### src/rtl/peepw_pkg.sv
// constants for the host-side controller of a byte-wide page-write eeprom
// assumes a 50 MHz core clock; all times below are turned into cycle counts here
package peepw_pkg;
	localparam int CLK_PERIOD_NS = 20;
	// device geometry
	localparam int ADDR_W = 13;
	localparam int DATA_W = 8;
	localparam int PAGE_BYTES = 64;
	localparam int BYTE_W = 6;
	localparam logic [12:0] ID_AREA_BASE = 13'h1FC0;
	// strobe and access timing in ns, least times rounded up
	localparam int WP_NS = 200;
	localparam int WPH_NS = 100;
	localparam int ACC_NS = 200;
	localparam int DF_NS = 55;
	localparam int WP_CYC = (WP_NS + CLK_PERIOD_NS - 1) / CLK_PERIOD_NS;
	localparam int WPH_CYC = (WPH_NS + CLK_PERIOD_NS - 1) / CLK_PERIOD_NS;
	localparam int ACC_CYC = (ACC_NS + CLK_PERIOD_NS - 1) / CLK_PERIOD_NS;
	localparam int DF_CYC = (DF_NS + CLK_PERIOD_NS - 1) / CLK_PERIOD_NS;
	localparam int SYNC_CYC = 3;
	localparam int RD_CYC = ACC_CYC + SYNC_CYC;
	// byte load window, a longest time, rounded down; host closes early by a margin
	localparam int BLC_US = 100;
	localparam int BLC_CYC = (BLC_US * 1000) / CLK_PERIOD_NS;
	localparam int BLC_MARGIN_CYC = 500;
	// write cycle and power-on lockout, in ms
	localparam int WC_MS = 10;
	localparam int WC_CYC = (WC_MS * 1000000) / CLK_PERIOD_NS;
	localparam int LOCKOUT_MS = 10;
	localparam int LOCKOUT_CYC = (LOCKOUT_MS * 1000000 + CLK_PERIOD_NS - 1) / CLK_PERIOD_NS;
	localparam int TMR_W = 5;
	localparam int LONG_W = 20;
endpackage

### src/rtl/peepw_host.sv
// host controller that drives a byte-wide page-write eeprom through its pins
// assumes the testbench resolves the data_lines wire from data_lines_oe_out and the device model
`timescale 1ns/10ps
`default_nettype none

// Function
// - write starts on strobe low, gate high
// - one page load holds 1 to 64 bytes
// - next page byte within 100 us
// - page lines stay fixed during one load
// - three unlock writes precede every write
// - unlock writes use page-load timing
module peepw_host #(
	parameter logic [12:0] UNLOCK_ADDR0 = 13'h0AAA,
	parameter logic [12:0] UNLOCK_ADDR1 = 13'h0555,
	parameter logic [12:0] UNLOCK_ADDR2 = 13'h0AAA,
	parameter logic [7:0] UNLOCK_DATA0 = 8'hAA,
	parameter logic [7:0] UNLOCK_DATA1 = 8'h55,
	parameter logic [7:0] UNLOCK_DATA2 = 8'hA0,
	parameter int WC_LIMIT_CYC = peepw_pkg::WC_CYC,
	parameter int LOCKOUT_LIMIT_CYC = peepw_pkg::LOCKOUT_CYC,
	parameter int BLC_LIMIT_CYC = peepw_pkg::BLC_CYC
) (
	// clock, reset, enable
	input wire logic core_clk_in,
	input wire logic rst_b_in,
	input wire logic clk_en_in,
	// user command port
	input wire logic cmd_valid_in,
	input wire logic cmd_write_in,
	input wire logic cmd_last_in,
	input wire logic cmd_id_area_in,
	input wire logic [peepw_pkg::ADDR_W-1:0] cmd_addr_in,
	input wire logic [peepw_pkg::DATA_W-1:0] cmd_data_in,
	output logic cmd_ready_out,
	// user answer port
	output logic rsp_valid_out,
	output logic [peepw_pkg::DATA_W-1:0] rsp_data_out,
	output logic wr_done_out,
	output logic wr_err_out,
	// device pins
	output logic ce_n_out,
	output logic oe_n_out,
	output logic we_n_out,
	output logic id_area_select_line_out,
	output logic [peepw_pkg::ADDR_W-1:0] address_lines_out,
	output logic [peepw_pkg::DATA_W-1:0] data_lines_out,
	output logic data_lines_oe_out,
	input wire logic [peepw_pkg::DATA_W-1:0] data_lines_in
);
	import peepw_pkg::*;

	typedef enum logic [7:0] {
		S_IDLE = 8'h01,
		S_STROBE = 8'h02,
		S_RECOVER = 8'h04,
		S_LOAD = 8'h08,
		S_POLL = 8'h10,
		S_POLL_GAP = 8'h20,
		S_READ = 8'h40,
		S_READ_GAP = 8'h80
	} peepw_state_e;

	peepw_state_e state_q;
	logic [TMR_W-1:0] tmr_q;
	logic [12:0] blc_q;
	logic [LONG_W-1:0] wc_q;
	logic [LONG_W-1:0] lock_q;
	logic [1:0] step_q;
	logic [6:0] cnt_q;
	logic [6:0] page_q;
	logic id_q;
	logic last_q;
	logic [ADDR_W-1:0] waddr_q;
	logic [DATA_W-1:0] wdata_q;
	logic prev_ok_q;
	logic prev6_q;
	logic [DATA_W-1:0] sync1_q, sync2_q, sync3_q;

	// the id area sits at the top 64 bytes; only the byte lines come from the user
	function automatic logic [ADDR_W-1:0] map_addr(input logic id, input logic [ADDR_W-1:0] a);
		map_addr = id ? (ID_AREA_BASE | {7'h00, a[BYTE_W-1:0]}) : a;
	endfunction

	function automatic logic [ADDR_W-1:0] unlock_addr(input logic [1:0] idx);
		unlock_addr = (idx == 2'h0) ? UNLOCK_ADDR0 : (idx == 2'h1) ? UNLOCK_ADDR1 : UNLOCK_ADDR2;
	endfunction

	function automatic logic [DATA_W-1:0] unlock_data(input logic [1:0] idx);
		unlock_data = (idx == 2'h0) ? UNLOCK_DATA0 : (idx == 2'h1) ? UNLOCK_DATA1 : UNLOCK_DATA2;
	endfunction

	wire lockout_done = (lock_q >= LONG_W'(LOCKOUT_LIMIT_CYC));
	wire tmr_zero = (tmr_q == '0);
	wire in_stable = (sync2_q == sync3_q);
	wire take = cmd_valid_in & cmd_ready_out;
	wire [1:0] next_step = step_q + 2'h1;
	// the page lines of every later byte are forced to those of the first
	wire [ADDR_W-1:0] page_addr = map_addr(id_q, {page_q, cmd_addr_in[BYTE_W-1:0]});
	wire blc_expired = (blc_q >= 13'(BLC_LIMIT_CYC - BLC_MARGIN_CYC));
	wire poll_match = (sync3_q[7] == wdata_q[7]) & prev_ok_q & (sync3_q[6] == prev6_q);
	wire wc_over = (wc_q >= LONG_W'(WC_LIMIT_CYC + WC_LIMIT_CYC / 2));

	// data pins are asynchronous to the core clock
	always_ff @(posedge core_clk_in or negedge rst_b_in) begin
		if (!rst_b_in) begin
			sync1_q <= 8'h00;
			sync2_q <= 8'h00;
			sync3_q <= 8'h00;
		end else if (clk_en_in) begin
			sync1_q <= data_lines_in;
			sync2_q <= sync1_q;
			sync3_q <= sync2_q;
		end
	end

	always_ff @(posedge core_clk_in or negedge rst_b_in) begin
		if (!rst_b_in) begin
			lock_q <= '0;
		end else if (clk_en_in && !lockout_done) begin
			lock_q <= lock_q + LONG_W'(1);
		end
	end

	always_ff @(posedge core_clk_in or negedge rst_b_in) begin
		if (!rst_b_in) begin
			state_q <= S_IDLE;
			tmr_q <= '0;
			blc_q <= '0;
			wc_q <= '0;
			step_q <= 2'h0;
			cnt_q <= 7'h00;
			page_q <= 7'h00;
			id_q <= 1'b0;
			last_q <= 1'b0;
			waddr_q <= '0;
			wdata_q <= 8'h00;
			prev_ok_q <= 1'b0;
			prev6_q <= 1'b0;
			cmd_ready_out <= 1'b0;
			rsp_valid_out <= 1'b0;
			rsp_data_out <= 8'h00;
			wr_done_out <= 1'b0;
			wr_err_out <= 1'b0;
			ce_n_out <= 1'b1;
			oe_n_out <= 1'b1;
			we_n_out <= 1'b1;
			id_area_select_line_out <= 1'b0;
			address_lines_out <= '0;
			data_lines_out <= 8'h00;
			data_lines_oe_out <= 1'b0;
		end else if (clk_en_in) begin
			rsp_valid_out <= 1'b0;
			wr_done_out <= 1'b0;
			wr_err_out <= 1'b0;
			if (!tmr_zero) begin
				tmr_q <= tmr_q - TMR_W'(1);
			end
			case (state_q)
				S_IDLE: begin
					cmd_ready_out <= lockout_done;
					if (take) begin
						cmd_ready_out <= 1'b0;
						id_q <= cmd_id_area_in;
						id_area_select_line_out <= cmd_id_area_in;
						if (cmd_write_in) begin
							// every write opens with the unlock series; protection is back after each cycle
							page_q <= cmd_addr_in[12:6];
							waddr_q <= map_addr(cmd_id_area_in, cmd_addr_in);
							wdata_q <= cmd_data_in;
							last_q <= cmd_last_in;
							step_q <= 2'h0;
							cnt_q <= 7'h00;
							address_lines_out <= unlock_addr(2'h0);
							data_lines_out <= unlock_data(2'h0);
							data_lines_oe_out <= 1'b1;
							oe_n_out <= 1'b1;
							ce_n_out <= 1'b0;
							we_n_out <= 1'b0;
							tmr_q <= TMR_W'(WP_CYC - 1);
							state_q <= S_STROBE;
						end else begin
							address_lines_out <= map_addr(cmd_id_area_in, cmd_addr_in);
							ce_n_out <= 1'b0;
							oe_n_out <= 1'b0;
							tmr_q <= TMR_W'(RD_CYC);
							state_q <= S_READ;
						end
					end
				end
				S_STROBE: begin
					// a full-width pulse keeps the device glitch filter from swallowing it
					if (tmr_zero) begin
						we_n_out <= 1'b1;
						ce_n_out <= 1'b1;
						tmr_q <= TMR_W'(WPH_CYC - 1);
						state_q <= S_RECOVER;
					end
				end
				S_RECOVER: begin
					data_lines_oe_out <= 1'b0;
					if (tmr_zero) begin
						if (step_q != 2'h3) begin
							// unlock writes keep the same strobe and load timing as page bytes
							step_q <= next_step;
							address_lines_out <= (next_step == 2'h3) ? waddr_q : unlock_addr(next_step);
							data_lines_out <= (next_step == 2'h3) ? wdata_q : unlock_data(next_step);
							data_lines_oe_out <= 1'b1;
							ce_n_out <= 1'b0;
							we_n_out <= 1'b0;
							tmr_q <= TMR_W'(WP_CYC - 1);
							state_q <= S_STROBE;
						end else begin
							cnt_q <= cnt_q + 7'h01;
							blc_q <= 13'h0000;
							if (last_q || cnt_q == 7'(PAGE_BYTES - 1)) begin
								wc_q <= '0;
								prev_ok_q <= 1'b0;
								tmr_q <= TMR_W'(DF_CYC);
								state_q <= S_POLL_GAP;
							end else begin
								cmd_ready_out <= 1'b1;
								state_q <= S_LOAD;
							end
						end
					end
				end
				S_LOAD: begin
					blc_q <= blc_q + 13'h0001;
					if (take && cmd_write_in && cmd_id_area_in == id_q) begin
						cmd_ready_out <= 1'b0;
						waddr_q <= page_addr;
						wdata_q <= cmd_data_in;
						last_q <= cmd_last_in;
						address_lines_out <= page_addr;
						data_lines_out <= cmd_data_in;
						data_lines_oe_out <= 1'b1;
						ce_n_out <= 1'b0;
						we_n_out <= 1'b0;
						tmr_q <= TMR_W'(WP_CYC - 1);
						state_q <= S_STROBE;
					end else if (blc_expired || cmd_valid_in) begin
						// closing early leaves the device to start programming on its own
						cmd_ready_out <= 1'b0;
						wc_q <= '0;
						prev_ok_q <= 1'b0;
						tmr_q <= TMR_W'(DF_CYC);
						state_q <= S_POLL_GAP;
					end
				end
				S_POLL_GAP: begin
					wc_q <= wc_q + LONG_W'(1);
					if (wc_over) begin
						wr_err_out <= 1'b1;
						wr_done_out <= 1'b1;
						state_q <= S_READ_GAP;
					end else if (tmr_zero) begin
						address_lines_out <= waddr_q;
						ce_n_out <= 1'b0;
						oe_n_out <= 1'b0;
						tmr_q <= TMR_W'(RD_CYC);
						state_q <= S_POLL;
					end
				end
				S_POLL: begin
					wc_q <= wc_q + LONG_W'(1);
					if (tmr_zero && in_stable) begin
						ce_n_out <= 1'b1;
						oe_n_out <= 1'b1;
						prev6_q <= sync3_q[6];
						prev_ok_q <= 1'b1;
						tmr_q <= TMR_W'(DF_CYC);
						if (poll_match) begin
							wr_done_out <= 1'b1;
							state_q <= S_READ_GAP;
						end else begin
							state_q <= S_POLL_GAP;
						end
					end
				end
				S_READ: begin
					if (tmr_zero && in_stable) begin
						ce_n_out <= 1'b1;
						oe_n_out <= 1'b1;
						rsp_data_out <= sync3_q;
						rsp_valid_out <= 1'b1;
						tmr_q <= TMR_W'(DF_CYC);
						state_q <= S_READ_GAP;
					end
				end
				S_READ_GAP: begin
					ce_n_out <= 1'b1;
					oe_n_out <= 1'b1;
					// the device may still drive the bus for its float time
					if (tmr_zero) begin
						id_area_select_line_out <= 1'b0;
						cmd_ready_out <= lockout_done;
						state_q <= S_IDLE;
					end
				end
				default: begin
					state_q <= S_IDLE;
				end
			endcase
		end
	end
endmodule

`default_nettype wire

### config.mk
export PLATFORM = sky130hd
export DESIGN_NAME = peepw_host
export DESIGN_NICKNAME = d
export VERILOG_FILES = /design/src/rtl/peepw_pkg.sv /design/src/rtl/peepw_host.sv
export SDC_FILE = /design/constraint.sdc
export NUM_CORES = 1
export LEC_CHECK = 0
export BUFFER_PORTS_ARGS = -buffer_cell sky130_fd_sc_hd__buf_2
export CAP_MARGIN = 5
export CORE_MARGIN = 8
export CORE_UTILIZATION = 55
export DETAILED_ROUTE_END_ITERATION = 16
export PLACE_DENSITY = 0.77
export REMOVE_ABC_BUFFERS = 1
export SLEW_MARGIN = 5
export SYNTH_ARGS = -nofsm -noshare
export SYNTH_HDL_FRONTEND = slang
export SYNTH_SLANG_ARGS = --single-unit
export TNS_END_PERCENT = 5
### constraint.sdc
create_clock -name core_clk_in -period 4.25 [get_ports core_clk_in]
set_clock_uncertainty 0.15 [all_clocks]
set_input_delay 0.425 -clock core_clk_in [delete_from_list [all_inputs] [get_ports core_clk_in]]
set_output_delay 0.425 -clock core_clk_in [all_outputs]
set_load 0.1 [all_outputs]
==> impl_metrics.json, run 1 <==
{
  "die-area_sq_um": 20900,
  "num_vias": 7237,
  "r2r_start": "state_q[2]",
  "grt_pass1_vias": 7067,
  "cts_setup_buffers": 0,
  "worstHoldStart": "data_lines_in[6]",
  "hold_violations": 0,
  "die_h_um": 144,
  "rows": 47,
  "fin_cells": 1185,
  "worst_slew_pin_slew_ns": 1.19,
  "critPathMaxStageDelay_ns": 0.73,
  "clk_pin_slew_ns": 0.07,
  "post-route-util": 0.626,
  "cap_violations": 0,
  "dp_slack_ns": 1.06,
  "drcViolationCount": 0,
  "slowest_stage": "dfrtp_1",
  "gr-total-overflow": 0,
  "syn_area_sq_um": 9070,
  "io_pins": 74,
  "wirelength_met1_um": 9730,
  "timing.hold.ws_ns": 0.0680,
  "wl_per_cell_um": 18.4,
  "multiInputGateArea_sq_um": 4560,
  "area_delta_synth_final_pct": 12.8,
  "critPathKind": "flip-flop to flip-flop",
  "seqCellArea_sq_um": 4230,
  "final_nets": 1003,
  "period_share": 0.786,
  "critPathLaunchType": "flip-flop",
  "ctsResizeCount": 0,
  "wl_met2_um": 10300,
  "path_buf_inv": 0,
  "worstSkewPairLatency_ns": 0.43,
  "path_cells": "nor4b_1, and2_0, nand2_1, a21boi_0, and3_1, mux2_2",
  "met3_length_um": 1580,
  "start_util": 0.555,
  "ant_nets": 0,
  "crit_fanout": 18,
  "track_usage": 0.217,
  "final.setup.worst_slack_ns": 0.909,
  "die_x_um": 144,
  "drt_iter0_drc": 713,
  "coreArea_sq_um": 16300,
  "clockBufferDepth": 2,
  "routed_wl_um": 21800,
  "grt_max_degree": 90,
  "avgSynthCellArea_sq_um": 10.2,
  "cp.arrival_ns": 3.50,
  "ys.flop_type": "dfrtp_1",
  "placed_cell_area_sq_um": 9640,
  "fill_cells": 1353,
  "cts.sinks": 169,
  "synth_edf_count": 0,
  "cts_root_buf": "clkbuf_16",
  "rsz0062_at_grt": "false",
  "end_kind": "flip-flop",
  "dpl.cell_count": 1152,
  "n_antenna_cell": 0,
  "irDropWorstVdd_v": 0.000512,
  "critical_path_required_ns": 4.41,
  "crit_family": "simple AND/OR/NAND/NOR gates",
  "htreeDepth": 4,
  "cellPowerDensity_nw_per_um2": 635,
  "dr.pass1.iters": 5,
  "syn_inst": 890,
  "dp_hpwl_um": 15000,
  "startpoint": "state_q[2]",
  "maxSlewViolCount": 0,
  "design_area_sq_um": 10200,
  "cts_tree": "yes",
  "top_layer": "met4",
  "fin_crit_ns": 3.34,
  "vias_per_cell": 6.11,
  "finalSetupTns_ns": 0,
  "gp_congestion": 0.920,
  "ys_seq_elements": 169,
  "port-buffer-count": 73,
  "cts_hold_buf": 1,
  "relSlewSlack": 0.206,
  "layout-drive-gt1-share": 0.240,
  "antenna_found_initial": 0,
  "yosysUniqueCellTypes": 77,
  "hold_path.class": "primary input to flip-flop",
  "power_mw": 6.50,
  "final-setup-viol-count": 0,
  "numCtsBuffers": 17,
  "fmax_mhz": 299,
  "ys_async_sr_fraction": 1.00,
  "outcome": "complete, no violations",
  "yosysSeqAreaShare": 0.467,
  "grt_pass1_wl_um": 35900,
  "p_leak_nw": 4.48,
  "ys_warn_count": 0
}
-- routing by layer --
| layer | vias to the layer above | GRT usage |
|---|---|---|
| met1 | 3584 | 0.294 |
| met3 | 25 | 0.0528 |
| met5 | - | 0 |
| met2 | 248 | 0.339 |
| met4 | 0 | 0.0591 |
| li1 | 3380 | - |
-- final timing paths --
kind	endpoint	slack, ns	depth (start not counted)
setup / recovery	address_lines_out[11]	0.91	6
hold / removal	sync1_q[6]	0.07	2
setup reg to reg	address_lines_out[11]	0.91	6
hold reg to reg	lock_q[19]	0.29	0
max in group asynchronous	we_n_out	2.55	3
min in group asynchronous	waddr_q[1]	0.45	2
-- cell usage after synthesis, drive strengths merged, types with 6 or more instances --
cell    number  area (sq um)
nor3        23           126
inv         28           105
mux2        93          1050
a21oi       39           199
o21ai       72           360
and2        11          68.8
a21o         7          52.6
buf         19          88.8
ha          15           188
nor4        13           109
nand2       64           243
nor4b        9           100
a211oi       7          57.6
o31ai       15           126
xor2        29           254
nand2b       6          37.5
and3        15          93.8
nand3       34           170
nor2b        7          43.8
or3          6          37.5
o211ai       6          45.0
nor2        68           255
dfrtp      165          4130
clkbuf      23          86.3
a31oi       10          62.6
xnor2       17           149
nand4        8          50.1
-- logic make-up (layout without fill, tap and decap cells) --
group | after synthesis | count (layout) | share of synthesized area
mux | 93 | 93 | 0.115
fa+ha+maj | 15 | 15 | 0.0207
compound gates | 220 | 220 | 0.162
flops | 169 | 169 | 0.467
buf+inv | 70 | 145 | 0.0309
simple gates | 277 | 277 | 0.160
xor+xnor | 46 | 46 | 0.0444
-- final cells by class --
type,count,area share
tap,220,0.0269
sequential,169,0.414
clock buffer,20,0.0446
timing repair buffer,85,0.0466
inverter,28,0.0103
multi-input combinational,651,0.446
clock inverter,12,0.0123
-- state kept, by name (all words and copies together), names as in the netlist, 2 cells and up --
register,cells
page_q,7
wdata_q,8
address_lines_out,13
data_lines_out,8
sync3_q,8
sync2_q,8
tmr_q,5
sync1_q,8
step_q,2
cnt_q,7
wc_q,20
waddr_q,13
rsp_data_out,8
lock_q,20
blc_q,13
state_q,8
-- power by group --
part	internal [mW]	switching, mW
sequential	2.01	0.365
clock	0.856	0.680
combinational	0.880	1.71
total	3.74	2.75
-- cells in the final DEF, fill, tap and decap left out, types with 7 or more instances in the layout --
master and count:
a21o_1 7, a21oi_1 38, a31oi_1 10, and2_1 10, and3_1 15, buf_2 72
buf_4 10, clkbuf_16 17, dfrtp_1 165, ha_1 15, inv_1 27, mux2_2 93
nand2_1 63, nand3_1 34, nand4_1 8, nor2_1 68, nor2b_1 7, nor3_1 22
nor4_1 10, nor4b_1 7, o21ai_0 67, o31ai_1 14, xnor2_1 17, xor2_1 29
Note: power is estimated with default switching activity, not from simulation.
==> run 2, diff against run 1 <==
Settings changed: PLACE_DENSITY 0.77 to 0.8.
Clock period 4.25 ns to 2.7 ns, I/O delays scaled along.
==> run 2 against run 1 <==
Count of clock-buffer cells in the layout is 3 lower. Final area grew 8.6%. Utilization grew 5.4 points.
==> impl_metrics.json, run 2 (synthesis results as in run 1) <==
{
  "outcome": "complete, no violations",
  "hold_violations": 0,
  "track_usage": 0.237,
  "period_share": 0.986,
  "layout-drive-gt1-share": 0.285,
  "seqCellArea_sq_um": 4230,
  "drt_iter0_drc": 558,
  "finalSetupTns_ns": 0,
  "critPathKind": "flip-flop to flip-flop",
  "startpoint": "state_q[5]",
  "grt_max_degree": 73,
  "slowest_stage": "or4_1",
  "critPathLaunchType": "flip-flop",
  "n_antenna_cell": 0,
  "worstRegToRegCells": 7,
  "reg2reg_slack_ns": 0.04,
  "start_util": 0.555,
  "path_buf_inv": 1,
  "use_met2": 0.375,
  "crit_family": "simple AND/OR/NAND/NOR gates",
  "wl_per_cell_um": 18.5,
  "htreeDepth": 4,
  "end_kind": "flip-flop",
  "endpoint": "address_lines_out[6]",
  "num_vias": 7647,
  "port-buffer-count": 73,
  "most-common-layout-cells": "165 x dfrtp_1, 93 x mux2_2, 72 x buf_2, 67 x nor2_1, 67 x o21ai_0",
  "final_nets": 1093,
  "hold_path.class": "primary input to flip-flop",
  "cap_violations": 0,
  "final-setup-viol-count": 0,
  "cp.arrival_ns": 2.83,
  "cp.depth": 7,
  "cellPowerDensity_nw_per_um2": 986,
  "reg.largest.list": "lock_q (20), wc_q (20)",
  "critical_path_required_ns": 2.87,
  "die_x_um": 144,
  "die_h_um": 144,
  "post-route-util": 0.680,
  "fmax_mhz": 376,
  "path_cells": "or4_1, nor2_1, o21ai_1, a21boi_0, and3_1, buf_12, mux2_2",
  "worstSkewPairLatency_ns": 0.44,
  "fill_cells": 1202,
  "grt_busiest_layer": "met2",
  "drcViolationCount": 0,
  "critPathMaxStageDelay_ns": 0.62,
  "antenna_found_initial": 0,
  "r2r_start": "state_q[5]",
  "worst_slew_pin_slew_ns": 0.655,
  "cts_setup_buffers": 0,
  "die-area_sq_um": 20900,
  "grt_pass1_wl_um": 39000,
  "cts_root_buf": "clkbuf_16",
  "dp_hpwl_um": 16000,
  "vias_per_cell": 6.00,
  "clockBufferDepth": 2,
  "design_area_sq_um": 11100,
  "crit_fanout": 13,
  "gr-usage-met3": 0.0644,
  "rsz0062_at_grt": "true",
  "maxSlewViolCount": 0,
  "rows": 47,
  "gr-total-overflow": 0,
  "irDropWorstVdd_v": 0.000767,
  "use_met1": 0.303,
  "relSlewSlack": 0.564,
  "gp_congestion": 0.929,
  "grt_pass1_vias": 7718,
  "numCtsBuffers": 17,
  "fin_crit_ns": 2.66,
  "routed_wl_um": 23500,
  "final_common_cell": "dfrtp_1",
  "coreArea_sq_um": 16300,
  "multiInputGateArea_sq_um": 4590,
  "io_pins": 74,
  "area_delta_synth_final_pct": 22.5,
  "cts.sinks": 169,
  "dr.pass1.iters": 8,
  "reg2reg_to": "address_lines_out[6]",
  "clk_pin_slew_ns": 0.07,
  "ant_nets": 0,
  "p_leak_nw": 4.94,
  "cts_tree": "yes",
  "placed_cell_area_sq_um": 10100
}
run 2: area by class of cell:
cell class | count | share of cell area
Inverter | 28 | 0.00946
Multi-Input combinational cell | 651 | 0.413
Clock inverter | 15 | 0.0180
Timing Repair Buffer | 175 | 0.115
Clock buffer | 17 | 0.0383
Tap cell | 220 | 0.0248
Sequential cell | 169 | 0.381
run 2: metrics by stage:
stage / hold slack [ns] / instances / total power [mW] / setup slack [ns]
final: 0.165 / 1275 / 11.0 / 0.0374
after global routing: 0.164 / 1275 / 11.5 / -0.0521
after CTS: 0.155 / 1275 / 10.9 / 0.0214
after detailed placement: 0.160 / 1212 / 8.21 / 0.0993
after global placement: 0.163 / 1212 / 8.11 / 0.125
after floorplan: -0.176 / 848 / 6.78 / -0.894
run 2: how the worst min path moves through the flow:
stage | start | to | slack [ns] | cells past startpoint
2_1_floorplan | rst_b_in | address_lines_out[0] | -0.18 | 0
3_3_place_gp | rst_b_in | address_lines_out[1] | 0.16 | 1
3_5_place_dp | rst_b_in | address_lines_out[6] | 0.16 | 1
4_1_cts | cmd_id_area_in | id_q | 0.15 | 4
5_1_grt | cmd_id_area_in | id_q | 0.16 | 4
6_report | cmd_id_area_in | id_q | 0.16 | 4
run 2: worst min-delay path, stage by stage:
cell	delay, ns
buf_2	0.12
buf_4	0.17
inv_1	0.07
o41ai_1	0.08
run 2: per-layer routing:
metal  vias up  part of all wire
met5         -                 0
met1      3722              0.42
met4         0             0.025
met2       308              0.48
met3        55             0.073
li1       3562                 -
run 2: power breakdown:
group | leakage, nW | total [mW] | internal, mW | switching (mW)
clock network | 0.304 | 2.58 | 1.42 | 1.16
logic | 2.52 | 4.74 | 1.77 | 2.97
registers | 2.11 | 3.64 | 3.16 | 0.485
run 2: repair_timing:
action	in CTS	in global routing
resized for setup	0	10
endpoints found under the hold margin	97	0
endpoints found under the setup margin	0	44
hold buffers	31	0
==> run 3, diff against run 2 <==
Settings changed: CORE_UTILIZATION 55 to 45, PLACE_DENSITY 0.8 to 0.68.
==> run 3 against run 2 <==
Power down 2.3%. Die area grew 20%. Count of clock-buffer cells in the layout increased by 1. Flip-flop and latch count is the same. Global-route usage fell by 4.3 points. Highest routed layer unchanged.
==> impl_metrics.json, run 3 (synthesis results as in run 1) <==
{
  "outcome": "complete, no violations",
  "critical_path_required_ns": 2.88,
  "start_util": 0.453,
  "cts_tree": "yes",
  "die_h_um": 158,
  "antenna_found_initial": 0,
  "design_area_sq_um": 11200,
  "critPathKind": "flip-flop to flip-flop",
  "final.setup.worst_slack_ns": 0.0791,
  "startpoint": "tmr_q[1]",
  "drcViolationCount": 0,
  "r2r_start": "tmr_q[1]",
  "clk_pin_slew_ns": 0.07,
  "ant_nets": 0,
  "worstSkewPairLatency_ns": 0.43,
  "fin_crit_ns": 2.62,
  "power.internal_mw": 6.22,
  "most-common-layout-cells": "164 x dfrtp_1, 93 x mux2_2, 72 x buf_2, 72 x buf_4, 68 x nor2_1",
  "swShare": 0.419,
  "cts_setup_buffers": 0,
  "cellPowerDensity_nw_per_um2": 959,
  "htreeDepth": 4,
  "routed_wl_um": 23300,
  "vias_per_cell": 5.62,
  "hold_path_depth": 3,
  "reg.largest.list": "lock_q (20), wc_q (20)",
  "wl_per_cell_um": 17.5,
  "fmax_mhz": 382,
  "track_usage": 0.194,
  "n_antenna_cell": 0,
  "p_switching_mw": 4.49,
  "period_share": 0.971,
  "worstRegToRegCells": 10,
  "cts.sinks": 169,
  "io_pins": 74,
  "cap_violations": 0,
  "rows": 52,
  "hold_violations": 0,
  "dp_hpwl_um": 16600,
  "worstHoldStart": "clk_en_in",
  "clockPowerShare": 0.222,
  "end_kind": "flip-flop",
  "area_delta_synth_final_pct": 23.0,
  "cp.arrival_ns": 2.80,
  "p_leak_nw": 4.94,
  "clockBufferDepth": 2,
  "reg2reg_slack_ns": 0.08,
  "grt_pass1_wl_um": 38900,
  "drt_iter0_drc": 633,
  "gr-total-overflow": 0,
  "relSlewSlack": 0.487,
  "final_nets": 1100,
  "layout-drive-gt1-share": 0.286,
  "num_vias": 7483,
  "irDropWorstVdd_v": 0.000568,
  "dr.pass1.iters": 5,
  "pwr-share-comb": 0.438,
  "dp_slack_ns": 0.107,
  "cts_root_buf": "clkbuf_16",
  "numCtsBuffers": 17,
  "hold_path.class": "primary input to flip-flop",
  "die-area_sq_um": 25000,
  "rsz0062_at_grt": "true",
  "die_x_um": 158,
  "maxSlewViolCount": 0,
  "grt_max_degree": 67,
  "final-setup-viol-count": 0,
  "reg2reg_to": "ce_n_out",
  "placed_cell_area_sq_um": 10300,
  "worst_slew_pin_slew_ns": 0.767,
  "gp_congestion": 0.931,
  "coreArea_sq_um": 20000,
  "hold_path_end": "tmr_q[4]",
  "critPathLaunchType": "flip-flop",
  "crit_fanout": 5,
  "seqPwrFrac": 0.340,
  "grt_pass1_vias": 7524,
  "port-buffer-count": 73,
  "final_common_cell": "dfrtp_1"
}
[run 3: critical path: stages (launching register included)]
cell,delay (ns)
dfrtp_1,0.39
inv_1,0.08
ha_1,0.16
nor4b_4,0.23
inv_2,0.06
nor3_1,0.21
nand4_1,0.21
buf_4,0.23
a21o_1,0.20
a2111oi_0,0.45
o22ai_1,0.15
[run 3: final cells by class]
class / count / area (sq um)
sequential: 169 / 4240
clock buffer: 18 / 429
clock inverter: 13 / 136
fill: 1776 / 8880
multi-input combinational: 651 / 4580
inverter: 28 / 105
tap: 270 / 338
timing repair buffer: 182 / 1340
[run 3: power groups by stage]
stage / Clock, mW / Sequential [mW] / Combinational (mW)
6_report: 2.38 / 3.64 / 4.70
5_1_grt: 2.53 / 3.72 / 5.01
4_1_cts: 2.43 / 3.62 / 4.67
3_5_place_dp: 0 / 3.66 / 4.62
3_3_place_gp: 0 / 3.63 / 4.55
2_1_floorplan: 0 / 4.66 / 2.12
[run 3: timing repair]
action | in CTS | in global routing
gates resized for setup | 0 | 5
hold buffers | 31 | 0
endpoints found under the hold margin | 93 | 0
setup endpoints to repair | 0 | 34
[run 3: worst max path at each step]
stage	slack (ns)	end	depth (start not counted)
global placement	0.13	cmd_ready_out	6
CTS	0.06	address_lines_out[0]	7
global route	-0.02	wc_q[14]	6
finish	0.08	ce_n_out	10
floorplan	-0.89	last_q	4
detailed placement	0.11	cmd_ready_out	6
[run 3: routing by layer]
| layer | up-vias | global-route usage | share of wire |
|---|---|---|---|
| met2 | 189 | 0.305 | 0.46 |
| met1 | 3697 | 0.264 | 0.47 |
| met4 | 0 | 0.0570 | 0.019 |
| met3 | 28 | 0.0440 | 0.054 |
| met5 | - | 0 | 0 |
| li1 | 3569 | - | - |
[run 3: metrics by stage]
step                TNS [ns]  hold slack, ns   util  cells  total power, mW
floorplan             -31.17          -0.176      -    848             6.78
global placement           0           0.170  0.513   1269             8.19
detailed placement         0           0.173  0.513   1269             8.28
CTS                        0           0.147  0.556   1331             10.7
global route         -0.0184           0.169  0.557   1331             11.3
finish                     0           0.165  0.557   1331             10.7
